==> config.mk <==
export PLATFORM = sky130hd
export DESIGN_NAME = tphdu_top
export DESIGN_NICKNAME = d
export VERILOG_FILES = /design/src/tphdu_pkg.sv /design/src/tphdu_tmr_if.sv /design/src/tphdu_timer.sv /design/src/tphdu_top.sv
export SDC_FILE = /design/constraint.sdc
export NUM_CORES = 1
export LEC_CHECK = 0
export CORE_UTILIZATION = 43
export DETAILED_ROUTE_END_ITERATION = 8
export DONT_BUFFER_PORTS = 1
export PLACE_DENSITY = 0.71
export REMOVE_ABC_BUFFERS = 1
export SKIP_CTS_REPAIR_TIMING = 1
export SYNTH_ARGS = -nofsm -noshare
export SYNTH_HDL_FRONTEND = slang
export SYNTH_SLANG_ARGS = --single-unit
==> constraint.sdc <==
create_clock -name clk_i -period 3.9 [get_ports clk_i]
set_input_delay 0.585 -clock clk_i [delete_from_list [all_inputs] [get_ports clk_i]]
set_output_delay 0.585 -clock clk_i [all_outputs]
set_load 0.02 [all_outputs]
==> src/tphdu_pkg.sv <==
// Shared constants and types for the timer paced half duplex serial port.
package tphdu_pkg;
  localparam int PER_W_DEF = 10;
  localparam int PRE_W = 10;
  localparam int DIV_W = 3;
  localparam int ADR_W = 5;
  localparam int CH_TX = 0;
  localparam int CH_RX = 1;
  localparam logic [ADR_W-1:0] OFF_CP [2] = '{5'h00, 5'h08};
  localparam logic [ADR_W-1:0] OFF_WC [2] = '{5'h04, 5'h0c};
  localparam logic [ADR_W-1:0] OFF_CFG = 5'h10;
  localparam logic [ADR_W-1:0] OFF_STAT = 5'h14;
  localparam logic [ADR_W-1:0] OFF_TXD = 5'h18;
  localparam int CB_DIV_LO = 0;
  localparam int CB_DIV_HI = 2;
  localparam int CB_EN = 3;
  localparam int CB_DIR = 6;
  localparam int CB_DATA = 7;
  localparam int CB_LOAD = 8;
  localparam int CB_PERIOD_IRQ_ENABLE = 9;
  localparam logic [15:0] CTRL_WMASK = 16'h0eff;
  localparam logic [15:0] CTRL_RST [2] = '{16'h00c0, 16'h0000};
  localparam logic [15:0] PER_RST = 16'h0341;
  localparam logic [15:0] WID_RST = 16'h0000;
  localparam logic [PRE_W-1:0] PRE_BASE = 10'h004;
  localparam logic [2:0] LAST_BIT = 3'h7;
  localparam int CFG_W = 5;
  localparam int CFG_FALL = 0;
  localparam int CFG_FIE_LO = 1;
  localparam int CFG_FIE_HI = 3;
  localparam int CFG_FE = 4;
  localparam logic [CFG_W-1:0] CFG_RST = 5'h00;
  localparam int ST_RXV = 8;
  localparam int ST_PND_LO = 11;
  localparam int ST_PND_HI = 13;
  localparam int ST_FERR = 14;
  localparam int ST_SPIKE = 15;
  localparam logic [31:0] VEC_BASE = 32'h3000_0000;
  localparam logic [31:0] VEC_FAST_OFF = 32'h0000_002c;
  typedef enum logic [1:0] {TX_IDLE, TX_START, TX_DATA, TX_STOP} tphdu_tx_st_t;
  typedef enum logic [1:0] {RX_IDLE, RX_START, RX_DATA, RX_STOP} tphdu_rx_st_t;
endpackage

==> src/tphdu_tmr_if.sv <==
// Signals between the register file and one timer channel.
`timescale 1ns/1ns
`default_nettype none
interface tphdu_tmr_if
  import tphdu_pkg::*;
#(
  parameter int PER_W = PER_W_DEF
) ();
  logic en;
  logic load;
  logic [DIV_W-1:0] presc;
  logic [PER_W-1:0] period;
  logic half;
  logic [PER_W-1:0] count;
  logic tick;
  modport ctl (output en, load, presc, period, half, input count, tick);
  modport tmr (input en, load, presc, period, half, output count, tick);
endinterface
`default_nettype wire

==> src/tphdu_timer.sv <==
// One bit rate timer channel with pre-divider and period counter.
`timescale 1ns/1ns
`default_nettype none
module tphdu_timer
  import tphdu_pkg::*;
#(
  parameter int PER_W = PER_W_DEF
) (
  input wire logic clk_i,
  input wire logic rst_i,
  tphdu_tmr_if.tmr t
);
  logic [PRE_W-1:0] pre_r, pre_nxt, pre_top;
  logic [PER_W-1:0] cnt_r, cnt_nxt, act_r, act_nxt, lim;
  logic tick_r, tick_nxt;

  always_comb begin
    // RL1 divide by four shl
    pre_top = (PRE_BASE << t.presc) - 1'b1;
    lim = t.half ? (act_r >> 1) : act_r;
    if (lim == '0) begin
      lim = PER_W'(1);
    end
    pre_nxt = pre_r;
    cnt_nxt = cnt_r;
    act_nxt = act_r;
    tick_nxt = 1'b0;
    // RL8 load restarts period
    if (!t.en || t.load) begin
      pre_nxt = '0;
      cnt_nxt = '0;
      act_nxt = t.period;
    end else if (pre_r >= pre_top) begin
      pre_nxt = '0;
      // RL2 one reference step
      if (cnt_r >= lim - 1'b1) begin
        cnt_nxt = '0;
        act_nxt = t.period;
        tick_nxt = 1'b1;
      end else begin
        cnt_nxt = cnt_r + 1'b1;
      end
    end else begin
      pre_nxt = pre_r + 1'b1;
    end
  end

  always_ff @(posedge clk_i) begin
    if (rst_i) begin
      pre_r <= '0;
      cnt_r <= '0;
      act_r <= PER_W'(PER_RST);
      tick_r <= 1'b0;
    end else begin
      pre_r <= pre_nxt;
      cnt_r <= cnt_nxt;
      act_r <= act_nxt;
      tick_r <= tick_nxt;
    end
  end

  assign t.count = cnt_r;
  assign t.tick = tick_r;
endmodule
`default_nettype wire

==> src/tphdu_top.sv <==
// Timer paced half duplex serial port with Wishbone register access.
// Function
// RL1 - Prescale code 000 divides by 4, 001 by 8.
// RL2 - Counter steps once per reference clock.
// RL3 - Period value sets bit time; 833 default.
// RL4 - Period and width keep ten writable bits.
// RL5 - Software keeps width below period.
// RL6 - Each channel: control, period, width, count.
// RL7 - One 32-bit write updates two registers.
// RL8 - Load bit makes new period take effect.
// RL9 - Frame: start, eight data, stop bits.
// RL10 - Transmit line idles high.
// RL11 - Control bit 7 drives idle transmit pin.
// RL12 - Receive timer flags each period completion.
// RL13 - Receive waits half bit, then full bits.
// RL14 - Receive input senses falling edges.
// RL15 - Fast vector at base plus 0x2C.
// RL16 - Fast enables per receive, transmit, edge.
// RL17 - Irq enable flags every completed period.
// RL18 - Mid start high means spike, discard.
// RL19 - Receive accepted only while not transmitting.
// RL20 - Data sent least significant bit first.
// RL21 - Transmitter stops counter, line high, after stop.
`timescale 1ns/1ns
`default_nettype none
module tphdu_top
  import tphdu_pkg::*;
#(
  parameter int PER_W = PER_W_DEF
) (
  input wire logic clk_i,
  input wire logic rst_i,
  input wire logic wb_cyc_i,
  input wire logic wb_stb_i,
  input wire logic wb_we_i,
  input wire logic [ADR_W-1:0] wb_adr_i,
  input wire logic [3:0] wb_sel_i,
  input wire logic [31:0] wb_dat_i,
  output logic [31:0] wb_dat_o,
  output logic wb_ack_o,
  input wire logic rx_i,
  output logic tx_o,
  output logic tx_oe_n_o,
  output logic fast_irq_o,
  output logic [31:0] fast_vec_addr_o
);
  if (PER_W < 2 || PER_W > 16) begin : g_bad_per
    $error("PER_W must lie between 2 and 16.");
  end

  function automatic logic [15:0] merge16(input logic [15:0] old, input logic [15:0] val, input logic [1:0] sel);
    merge16 = {sel[1] ? val[15:8] : old[15:8], sel[0] ? val[7:0] : old[7:0]};
  endfunction

  tphdu_tmr_if #(.PER_W(PER_W)) txt ();
  tphdu_tmr_if #(.PER_W(PER_W)) rxt ();

  logic [15:0] ctrl_r [2], ctrl_nxt [2];
  logic [PER_W-1:0] per_r [2], per_nxt [2], wid_r [2], wid_nxt [2], cnt [2];
  logic [1:0] load_r, load_nxt;
  logic [31:0] dat_r, dat_nxt;
  logic ack_r, ack_nxt;
  logic [CFG_W-1:0] cfg_r, cfg_nxt;
  logic [2:0] pnd_r, pnd_nxt;
  logic rxv_r, rxv_nxt, ferr_r, ferr_nxt, spk_r, spk_nxt, irq_r, irq_nxt, irq_src;
  logic [15:0] stat, clr;
  logic req, wr, tx_go, tx_done, rx_go, rx_stop, rx_spike, rx_ok, rx_ferr, fall;
  tphdu_tx_st_t tx_st_r, tx_st_nxt;
  tphdu_rx_st_t rx_st_r, rx_st_nxt;
  logic [7:0] tx_sh_r, tx_sh_nxt, rx_sh_r, rx_sh_nxt, rxd_r, rxd_nxt;
  logic [2:0] tx_idx_r, tx_idx_nxt, rx_idx_r, rx_idx_nxt;
  logic tx_line_r, tx_line_nxt, rx_half_r, rx_half_nxt;
  logic rx_meta_r, rx_sync_r, rx_prev_r;

  tphdu_timer #(.PER_W(PER_W)) u_txt (.clk_i(clk_i), .rst_i(rst_i), .t(txt.tmr));
  tphdu_timer #(.PER_W(PER_W)) u_rxt (.clk_i(clk_i), .rst_i(rst_i), .t(rxt.tmr));

  assign txt.en = ctrl_r[CH_TX][CB_EN];
  assign txt.load = load_r[CH_TX];
  assign txt.presc = ctrl_r[CH_TX][CB_DIV_HI:CB_DIV_LO];
  assign txt.period = per_r[CH_TX];
  assign txt.half = 1'b0;
  assign rxt.en = ctrl_r[CH_RX][CB_EN];
  assign rxt.load = load_r[CH_RX];
  assign rxt.presc = ctrl_r[CH_RX][CB_DIV_HI:CB_DIV_LO];
  assign rxt.period = per_r[CH_RX];
  assign rxt.half = rx_half_r;
  assign cnt[CH_TX] = txt.count;
  assign cnt[CH_RX] = rxt.count;

  assign req = wb_cyc_i && wb_stb_i;
  assign wr = req && wb_we_i && ack_r;
  assign tx_go = wr && wb_adr_i == OFF_TXD && wb_sel_i[0] && tx_st_r == TX_IDLE;
  assign tx_done = tx_st_r == TX_STOP && txt.tick;
  // RL14 falling edge detect
  assign fall = rx_prev_r && !rx_sync_r;
  // RL19 only while not transmitting
  assign rx_go = rx_st_r == RX_IDLE && fall && cfg_r[CFG_FALL] && tx_st_r == TX_IDLE;
  // RL18 spike check mid start
  assign rx_spike = rx_st_r == RX_START && rxt.tick && rx_sync_r;
  assign rx_ok = rx_st_r == RX_STOP && rxt.tick && rx_sync_r;
  assign rx_ferr = rx_st_r == RX_STOP && rxt.tick && !rx_sync_r;
  assign rx_stop = rx_spike || (rx_st_r == RX_STOP && rxt.tick);
  assign stat = {spk_r, ferr_r, pnd_r, rx_st_r != RX_IDLE, tx_st_r != TX_IDLE, rxv_r, rxd_r};

  // Register file and bus slave.
  always_comb begin
    logic [15:0] v;
    logic [1:0] ld;
    v = '0;
    ld = '0;
    ack_nxt = req && !ack_r;
    dat_nxt = dat_r;
    cfg_nxt = cfg_r;
    for (int c = 0; c < 2; c++) begin
      ctrl_nxt[c] = ctrl_r[c];
      per_nxt[c] = per_r[c];
      wid_nxt[c] = wid_r[c];
      // RL7 two halves per word
      if (wr && wb_adr_i == OFF_CP[c]) begin
        v = merge16(ctrl_r[c], wb_dat_i[15:0], wb_sel_i[1:0]);
        ld[c] = v[CB_LOAD];
        ctrl_nxt[c] = v & CTRL_WMASK;
        // RL4 ten writable bits
        per_nxt[c] = PER_W'(merge16(16'(per_r[c]), wb_dat_i[31:16], wb_sel_i[3:2]));
      end
      if (wr && wb_adr_i == OFF_WC[c]) begin
        wid_nxt[c] = PER_W'(merge16(16'(wid_r[c]), wb_dat_i[15:0], wb_sel_i[1:0]));
      end
    end
    if (tx_go) begin
      ctrl_nxt[CH_TX][CB_EN] = 1'b1;
      ld[CH_TX] = 1'b1;
    end
    // RL21 stop counter, line high
    if (tx_done) begin
      ctrl_nxt[CH_TX][CB_EN] = 1'b0;
      ctrl_nxt[CH_TX][CB_DATA] = 1'b1;
    end
    if (rx_go) begin
      ctrl_nxt[CH_RX][CB_EN] = 1'b1;
      ld[CH_RX] = 1'b1;
    end
    if (rx_stop) begin
      ctrl_nxt[CH_RX][CB_EN] = 1'b0;
    end
    load_nxt = ld;
    if (wr && wb_adr_i == OFF_CFG && wb_sel_i[0]) begin
      cfg_nxt = wb_dat_i[CFG_W-1:0];
    end
    clr = (wr && wb_adr_i == OFF_STAT && wb_sel_i[1]) ? wb_dat_i[15:0] : '0;
    rxv_nxt = (rxv_r && !clr[ST_RXV]) || rx_ok;
    ferr_nxt = (ferr_r && !clr[ST_FERR]) || rx_ferr;
    spk_nxt = (spk_r && !clr[ST_SPIKE]) || rx_spike;
    // RL17 period flags gated
    pnd_nxt = (pnd_r & ~clr[ST_PND_HI:ST_PND_LO])
      | {fall && cfg_r[CFG_FALL], txt.tick && ctrl_r[CH_TX][CB_PERIOD_IRQ_ENABLE], rxt.tick && ctrl_r[CH_RX][CB_PERIOD_IRQ_ENABLE]};
    // RL16 per source enables
    irq_src = cfg_r[CFG_FE] && |(pnd_r & cfg_r[CFG_FIE_HI:CFG_FIE_LO]);
    irq_nxt = irq_src;
    if (req && !ack_r) begin
      dat_nxt = '0;
      // RL6 four registers each
      for (int c = 0; c < 2; c++) begin
        if (wb_adr_i == OFF_CP[c]) begin
          dat_nxt = {16'(per_r[c]), ctrl_r[c]};
        end
        if (wb_adr_i == OFF_WC[c]) begin
          dat_nxt = {16'(cnt[c]), 16'(wid_r[c])};
        end
      end
      if (wb_adr_i == OFF_CFG) begin
        dat_nxt = 32'(cfg_r);
      end
      if (wb_adr_i == OFF_STAT) begin
        dat_nxt = 32'(stat);
      end
    end
  end

  always_ff @(posedge clk_i) begin
    if (rst_i) begin
      for (int c = 0; c < 2; c++) begin
        ctrl_r[c] <= CTRL_RST[c];
        // RL3 default period
        per_r[c] <= PER_W'(PER_RST);
        wid_r[c] <= PER_W'(WID_RST);
      end
      load_r <= '0;
      dat_r <= '0;
      ack_r <= 1'b0;
      cfg_r <= CFG_RST;
      pnd_r <= '0;
      rxv_r <= 1'b0;
      ferr_r <= 1'b0;
      spk_r <= 1'b0;
      irq_r <= 1'b0;
    end else begin
      ctrl_r <= ctrl_nxt;
      per_r <= per_nxt;
      wid_r <= wid_nxt;
      load_r <= load_nxt;
      dat_r <= dat_nxt;
      ack_r <= ack_nxt;
      cfg_r <= cfg_nxt;
      pnd_r <= pnd_nxt;
      rxv_r <= rxv_nxt;
      ferr_r <= ferr_nxt;
      spk_r <= spk_nxt;
      irq_r <= irq_nxt;
    end
  end

  // Transmit engine.
  always_comb begin
    tx_st_nxt = tx_st_r;
    tx_sh_nxt = tx_sh_r;
    tx_idx_nxt = tx_idx_r;
    // RL9 start, data, stop
    unique case (tx_st_r)
      TX_IDLE: begin
        if (tx_go) begin
          tx_st_nxt = TX_START;
          tx_sh_nxt = wb_dat_i[7:0];
        end
      end
      TX_START: begin
        if (txt.tick) begin
          tx_st_nxt = TX_DATA;
          tx_idx_nxt = '0;
        end
      end
      TX_DATA: begin
        // RL20 shift out low first
        if (txt.tick && tx_idx_r == LAST_BIT) begin
          tx_st_nxt = TX_STOP;
        end else if (txt.tick) begin
          tx_idx_nxt = tx_idx_r + 1'b1;
          tx_sh_nxt = tx_sh_r >> 1;
        end
      end
      TX_STOP: begin
        if (txt.tick) begin
          tx_st_nxt = TX_IDLE;
        end
      end
    endcase
    // RL11 idle pin from control
    unique case (tx_st_nxt)
      TX_IDLE: tx_line_nxt = ctrl_nxt[CH_TX][CB_DATA];
      TX_START: tx_line_nxt = 1'b0;
      TX_DATA: tx_line_nxt = tx_sh_nxt[0];
      TX_STOP: tx_line_nxt = 1'b1;
    endcase
  end

  always_ff @(posedge clk_i) begin
    if (rst_i) begin
      tx_st_r <= TX_IDLE;
      tx_sh_r <= '0;
      tx_idx_r <= '0;
      tx_line_r <= 1'b1;
    end else begin
      tx_st_r <= tx_st_nxt;
      tx_sh_r <= tx_sh_nxt;
      tx_idx_r <= tx_idx_nxt;
      tx_line_r <= tx_line_nxt;
    end
  end

  // Receive engine with input synchroniser.
  always_comb begin
    rx_st_nxt = rx_st_r;
    rx_sh_nxt = rx_sh_r;
    rx_idx_nxt = rx_idx_r;
    rx_half_nxt = rx_half_r;
    rxd_nxt = rxd_r;
    unique case (rx_st_r)
      RX_IDLE: begin
        // RL13 half bit first
        if (rx_go) begin
          rx_st_nxt = RX_START;
          rx_half_nxt = 1'b1;
        end
      end
      RX_START: begin
        if (rx_spike) begin
          rx_st_nxt = RX_IDLE;
          rx_half_nxt = 1'b0;
        end else if (rxt.tick) begin
          rx_st_nxt = RX_DATA;
          rx_half_nxt = 1'b0;
          rx_idx_nxt = '0;
        end
      end
      RX_DATA: begin
        // RL12 sample each period
        if (rxt.tick) begin
          rx_sh_nxt = {rx_sync_r, rx_sh_r[7:1]};
          rx_idx_nxt = rx_idx_r + 1'b1;
          if (rx_idx_r == LAST_BIT) begin
            rx_st_nxt = RX_STOP;
          end
        end
      end
      RX_STOP: begin
        if (rxt.tick) begin
          rx_st_nxt = RX_IDLE;
        end
        if (rx_ok) begin
          rxd_nxt = rx_sh_r;
        end
      end
    endcase
  end

  always_ff @(posedge clk_i) begin
    if (rst_i) begin
      rx_meta_r <= 1'b1;
      rx_sync_r <= 1'b1;
      rx_prev_r <= 1'b1;
      rx_st_r <= RX_IDLE;
      rx_sh_r <= '0;
      rx_idx_r <= '0;
      rx_half_r <= 1'b0;
      rxd_r <= '0;
    end else begin
      rx_meta_r <= rx_i;
      rx_sync_r <= rx_meta_r;
      rx_prev_r <= rx_sync_r;
      rx_st_r <= rx_st_nxt;
      rx_sh_r <= rx_sh_nxt;
      rx_idx_r <= rx_idx_nxt;
      rx_half_r <= rx_half_nxt;
      rxd_r <= rxd_nxt;
    end
  end

  assign wb_dat_o = dat_r;
  assign wb_ack_o = ack_r;
  // RL10 line idles high
  assign tx_o = tx_line_r;
  assign tx_oe_n_o = ~ctrl_r[CH_TX][CB_DIR];
  assign fast_irq_o = irq_r;
  // RL15 fast autovector address
  assign fast_vec_addr_o = VEC_BASE + VEC_FAST_OFF;
endmodule
`default_nettype wire

==> metrics.md <==
| Metric | Value |
|---|---|
| H-tree Lvls | `1` |
| Worst Tran Pin Value | `0.976 ns` |
| Pins Over Slew Limit | `0` |
| Non-filler cells, final | `1539` |
| Die area | `0.0247 mm2` |
| Fin. Hold Viols | `0` |
| First-pass GRT wire length | `40200 um` |
| Total CTS buffers | `23` |
| Worst Path Required | `4.33 ns` |
| Setup violators final | `0` |
| Maximum root-to-sink buffer count | `3` |
| Vias in the first global route | `7780` |
| Chip width | `157 um` |
| Yosys top cell area share | `0.395` |
| Routed WL per cell | `16.3 um` |
| Initial antenna violation count | `1` |
| Synth Flop Type | `dfxtp_1` |
| Worst setup SP type | `flip-flop` |
| Area leader, netlist | `dfxtp_1` |
| Port Buffers | `0` |
| Placed Cells | `1497` |
| HP Class | `in -> reg` |
| Outcome | `completed` |
| Gate Count Post-Synth | `1215` |
| Peak VDD IR | `0.000229 V` |
| Tmin final | `3.67 ns` |
| CTS Root Cell | `clkbuf_16` |
| GR Overflow Total | `0` |
| Layout cells sized above 1 | `0.0943` |
| Largest net degree at the start of global routing | `174` |
| Clk sinks | `204` |
| GP Congestion | `0.839` |
| Synth unique cells | `71` |
| CP arrival | `4.10 ns` |
| Reg clk slew, reported paths | `0.06 ns` |
| Power, Total | `0.00443 W` |
| Vias | `8561` |
| Core Util, Final | `0.484` |
| Max-Cap Viols | `0` |
| Die height | `157 um` |
| Top post-synthesis cells by count | `204 x dfxtp_1, 159 x nor2_1, 148 x nand2_1` |
| Gr usage total | `0.203` |
| TritonRoute pass-1 iters | `6` |
| Syn Area/Cell | `8.50 um2` |
| Number of vias per cell | `5.56` |
| Area grow syn2layout | `10.2%` |
| Static Leakage | `4.36 nW` |
| Unrepaired setup endpoints after global routing | `no` |
| EDFF count, synth | `0` |
| FP Rows | `56` |
| Seq cells post-synth | `204` |
| Clock skew | `0.0246 ns` |
| Core area | `0.0235 mm2` |
| PD cells | `389 mW/mm2` |
| Largest fanout on the critical path | `22` |
| CTS tree | `done` |
| Worst-Skew Late Latency | `0.52 ns` |
| Final #Nets | `1297` |
| Top cells by area, synth | `dfxtp_1 40%, mux2i_1 6.4%, nor2_1 5.8%` |
| Yosys Warn Count | `0` |
| Max-Slew Margin vs Limit | `0.348` |
| Hold_ws | `0.167 ns` |
| ANT nets after route | `0` |
| Seq/Total Area, Yosys | `0.395` |
| DRC | `0` |
| Initial DRC Count | `616` |
| Routed wire length | `25000 um` |
| Post-Syn Area | `0.0103 mm2` |
| Crit path kind | `reg -> reg` |
| Max Freq | `0.272 GHz` |
| Final cycle utilization of the critical path | `0.942` |
| Worst setup EP type | `flip-flop` |
| DP Wirelength | `17500 um` |
| Most frequent cell after synthesis | `dfxtp_1` |
| Starting Density | `0.439` |
| Ys async rst share | `0` |
| Num ports | `115` |
[power by group]
part / switching [W] / leakage [nW] / total, W / internal [W]
sequential: 0.0000155 / 1.65 / 0.00211 / 0.00209
clock: 0.000854 / 0.389 / 0.00223 / 0.00137
combinational: 0.0000665 / 2.33 / 0.0000912 / 0.0000247
total: 0.000936 / 4.36 / 0.00443 / 0.00349
[worst max-delay path, cell delays in order (launching register included)]
cell,delay [ns]
dfxtp_1,0.35
buf_4,0.25
nor2b_1,0.12
a221oi_2,0.22
ha_2,0.23
nand2b_1,0.09
nor4b_2,0.23
buf_4,0.19
nand2_1,0.09
a2111oi_2,0.37
a21oi_1,0.09
ha_1,0.28
o21a_1,0.16
o22ai_1,0.15
buf_4,0.16
o21ai_1,0.11
or3_1,0.37
a21oi_1,0.14
[area by class of cell]
| class | instances | area [um2] |
|---|---|---|
| clock inverter | 10 | 135 |
| inverter | 23 | 86.3 |
| tap | 319 | 399 |
| antenna | 1 | 2.50 |
| multi-input combinational | 923 | 5790 |
| sequential | 204 | 4080 |
| fill | 2261 | 12200 |
| clock buffer | 30 | 652 |
| timing repair buffer | 29 | 230 |
[path summary, 6_finish.rpt]
check	startpoint	end	slack, ns	cells past startpoint
worst min register to register	rx_meta_r$_SDFF_PP1_	rx_sync_r$_SDFF_PP1_	0.41	1
worst min-delay path	rx_i	rx_meta_r$_SDFF_PP1_	0.17	1
worst max register to register	rx_half_r$_SDFFE_PP0P_	u_rxt.t.count[7]$_SDFFE_PP0P_	0.23	17
worst max-delay path	rx_half_r$_SDFFE_PP0P_	u_rxt.t.count[7]$_SDFFE_PP0P_	0.23	17
[stage by stage]
stage / worst slack [ns] / cell area (um2) / TNS, ns
CTS: 0.0516 / 11300 / 0
detailed placement: 0.0769 / 10500 / 0
global route: 0.00103 / 11400 / 0
finish: 0.228 / 11400 / 0
floorplan: -0.337 / 9920 / -4.95
global placement: 0.159 / 10500 / 0
[layer usage]
layer / vias up / global-route usage / wire (um)
li1: 4226 / - / -
met1: 4059 / 0.266 / 11300
met5: - / 0 / 0
met4: 0 / 0.0733 / 682
met2: 235 / 0.336 / 11700
met3: 41 / 0.0319 / 1350
[flip-flops by register name, summed over array words and instances, names as in the netlist, 8 cells and up, named ones only]
name	cells
u_txt.pre_r	10
rx_sh_r	8
ctrl_r	22
u_txt.t.count	10
txt.period	10
wb_dat_o	26
wid_r	20
u_txt.act_r	10
rxd_r	8
u_rxt.t.count	10
rxt.period	10
u_rxt.pre_r	10
u_rxt.act_r	10
tx_sh_r	8
[cell families (layout without fill, tap and decap cells)]
family,count (synthesis),in the layout,synth area share
flip-flops,204,204,0.395
AO/OA/AOI/OAI,247,247,0.167
AND/OR/NAND/NOR,489,489,0.220
buffers and inverters,126,92,0.0618
other,2,41,0.000727
multiplexers,76,76,0.0781
XOR/XNOR,25,25,0.0212
adder cells (fa/ha/maj),46,46,0.0557
[placed cells by master, fill, tap and decap left out, types with 4 or more instances in the layout]
cell	instances
xnor2_1	11
nand2b_1	7
mux2i_1	66
nand3b_1	5
and3_1	12
a22oi_1	16
inv_1	23
a211o_1	6
clkbuf_16	23
nor2_1	158
nand3_1	67
nand2_1	148
ha_1	45
clkbuf_8	5
nor4_1	5
o211ai_1	10
buf_4	28
o21ai_0	37
a221oi_1	5
nand4_1	5
mux2_2	7
a211oi_1	7
nor2b_1	8
nor3_1	24
nor3b_1	9
a21oi_1	93
and2_1	8
o22ai_1	5
or2_2	6
a31oi_1	6
conb_1	40
xor2_1	14
a311oi_1	5
a222oi_1	12
a32o_1	9
dfxtp_1	204
clkinv_2	4
or3_1	7
a2bb2oi_1	6
No activity file was read; power rests on OpenSTA's default activity.
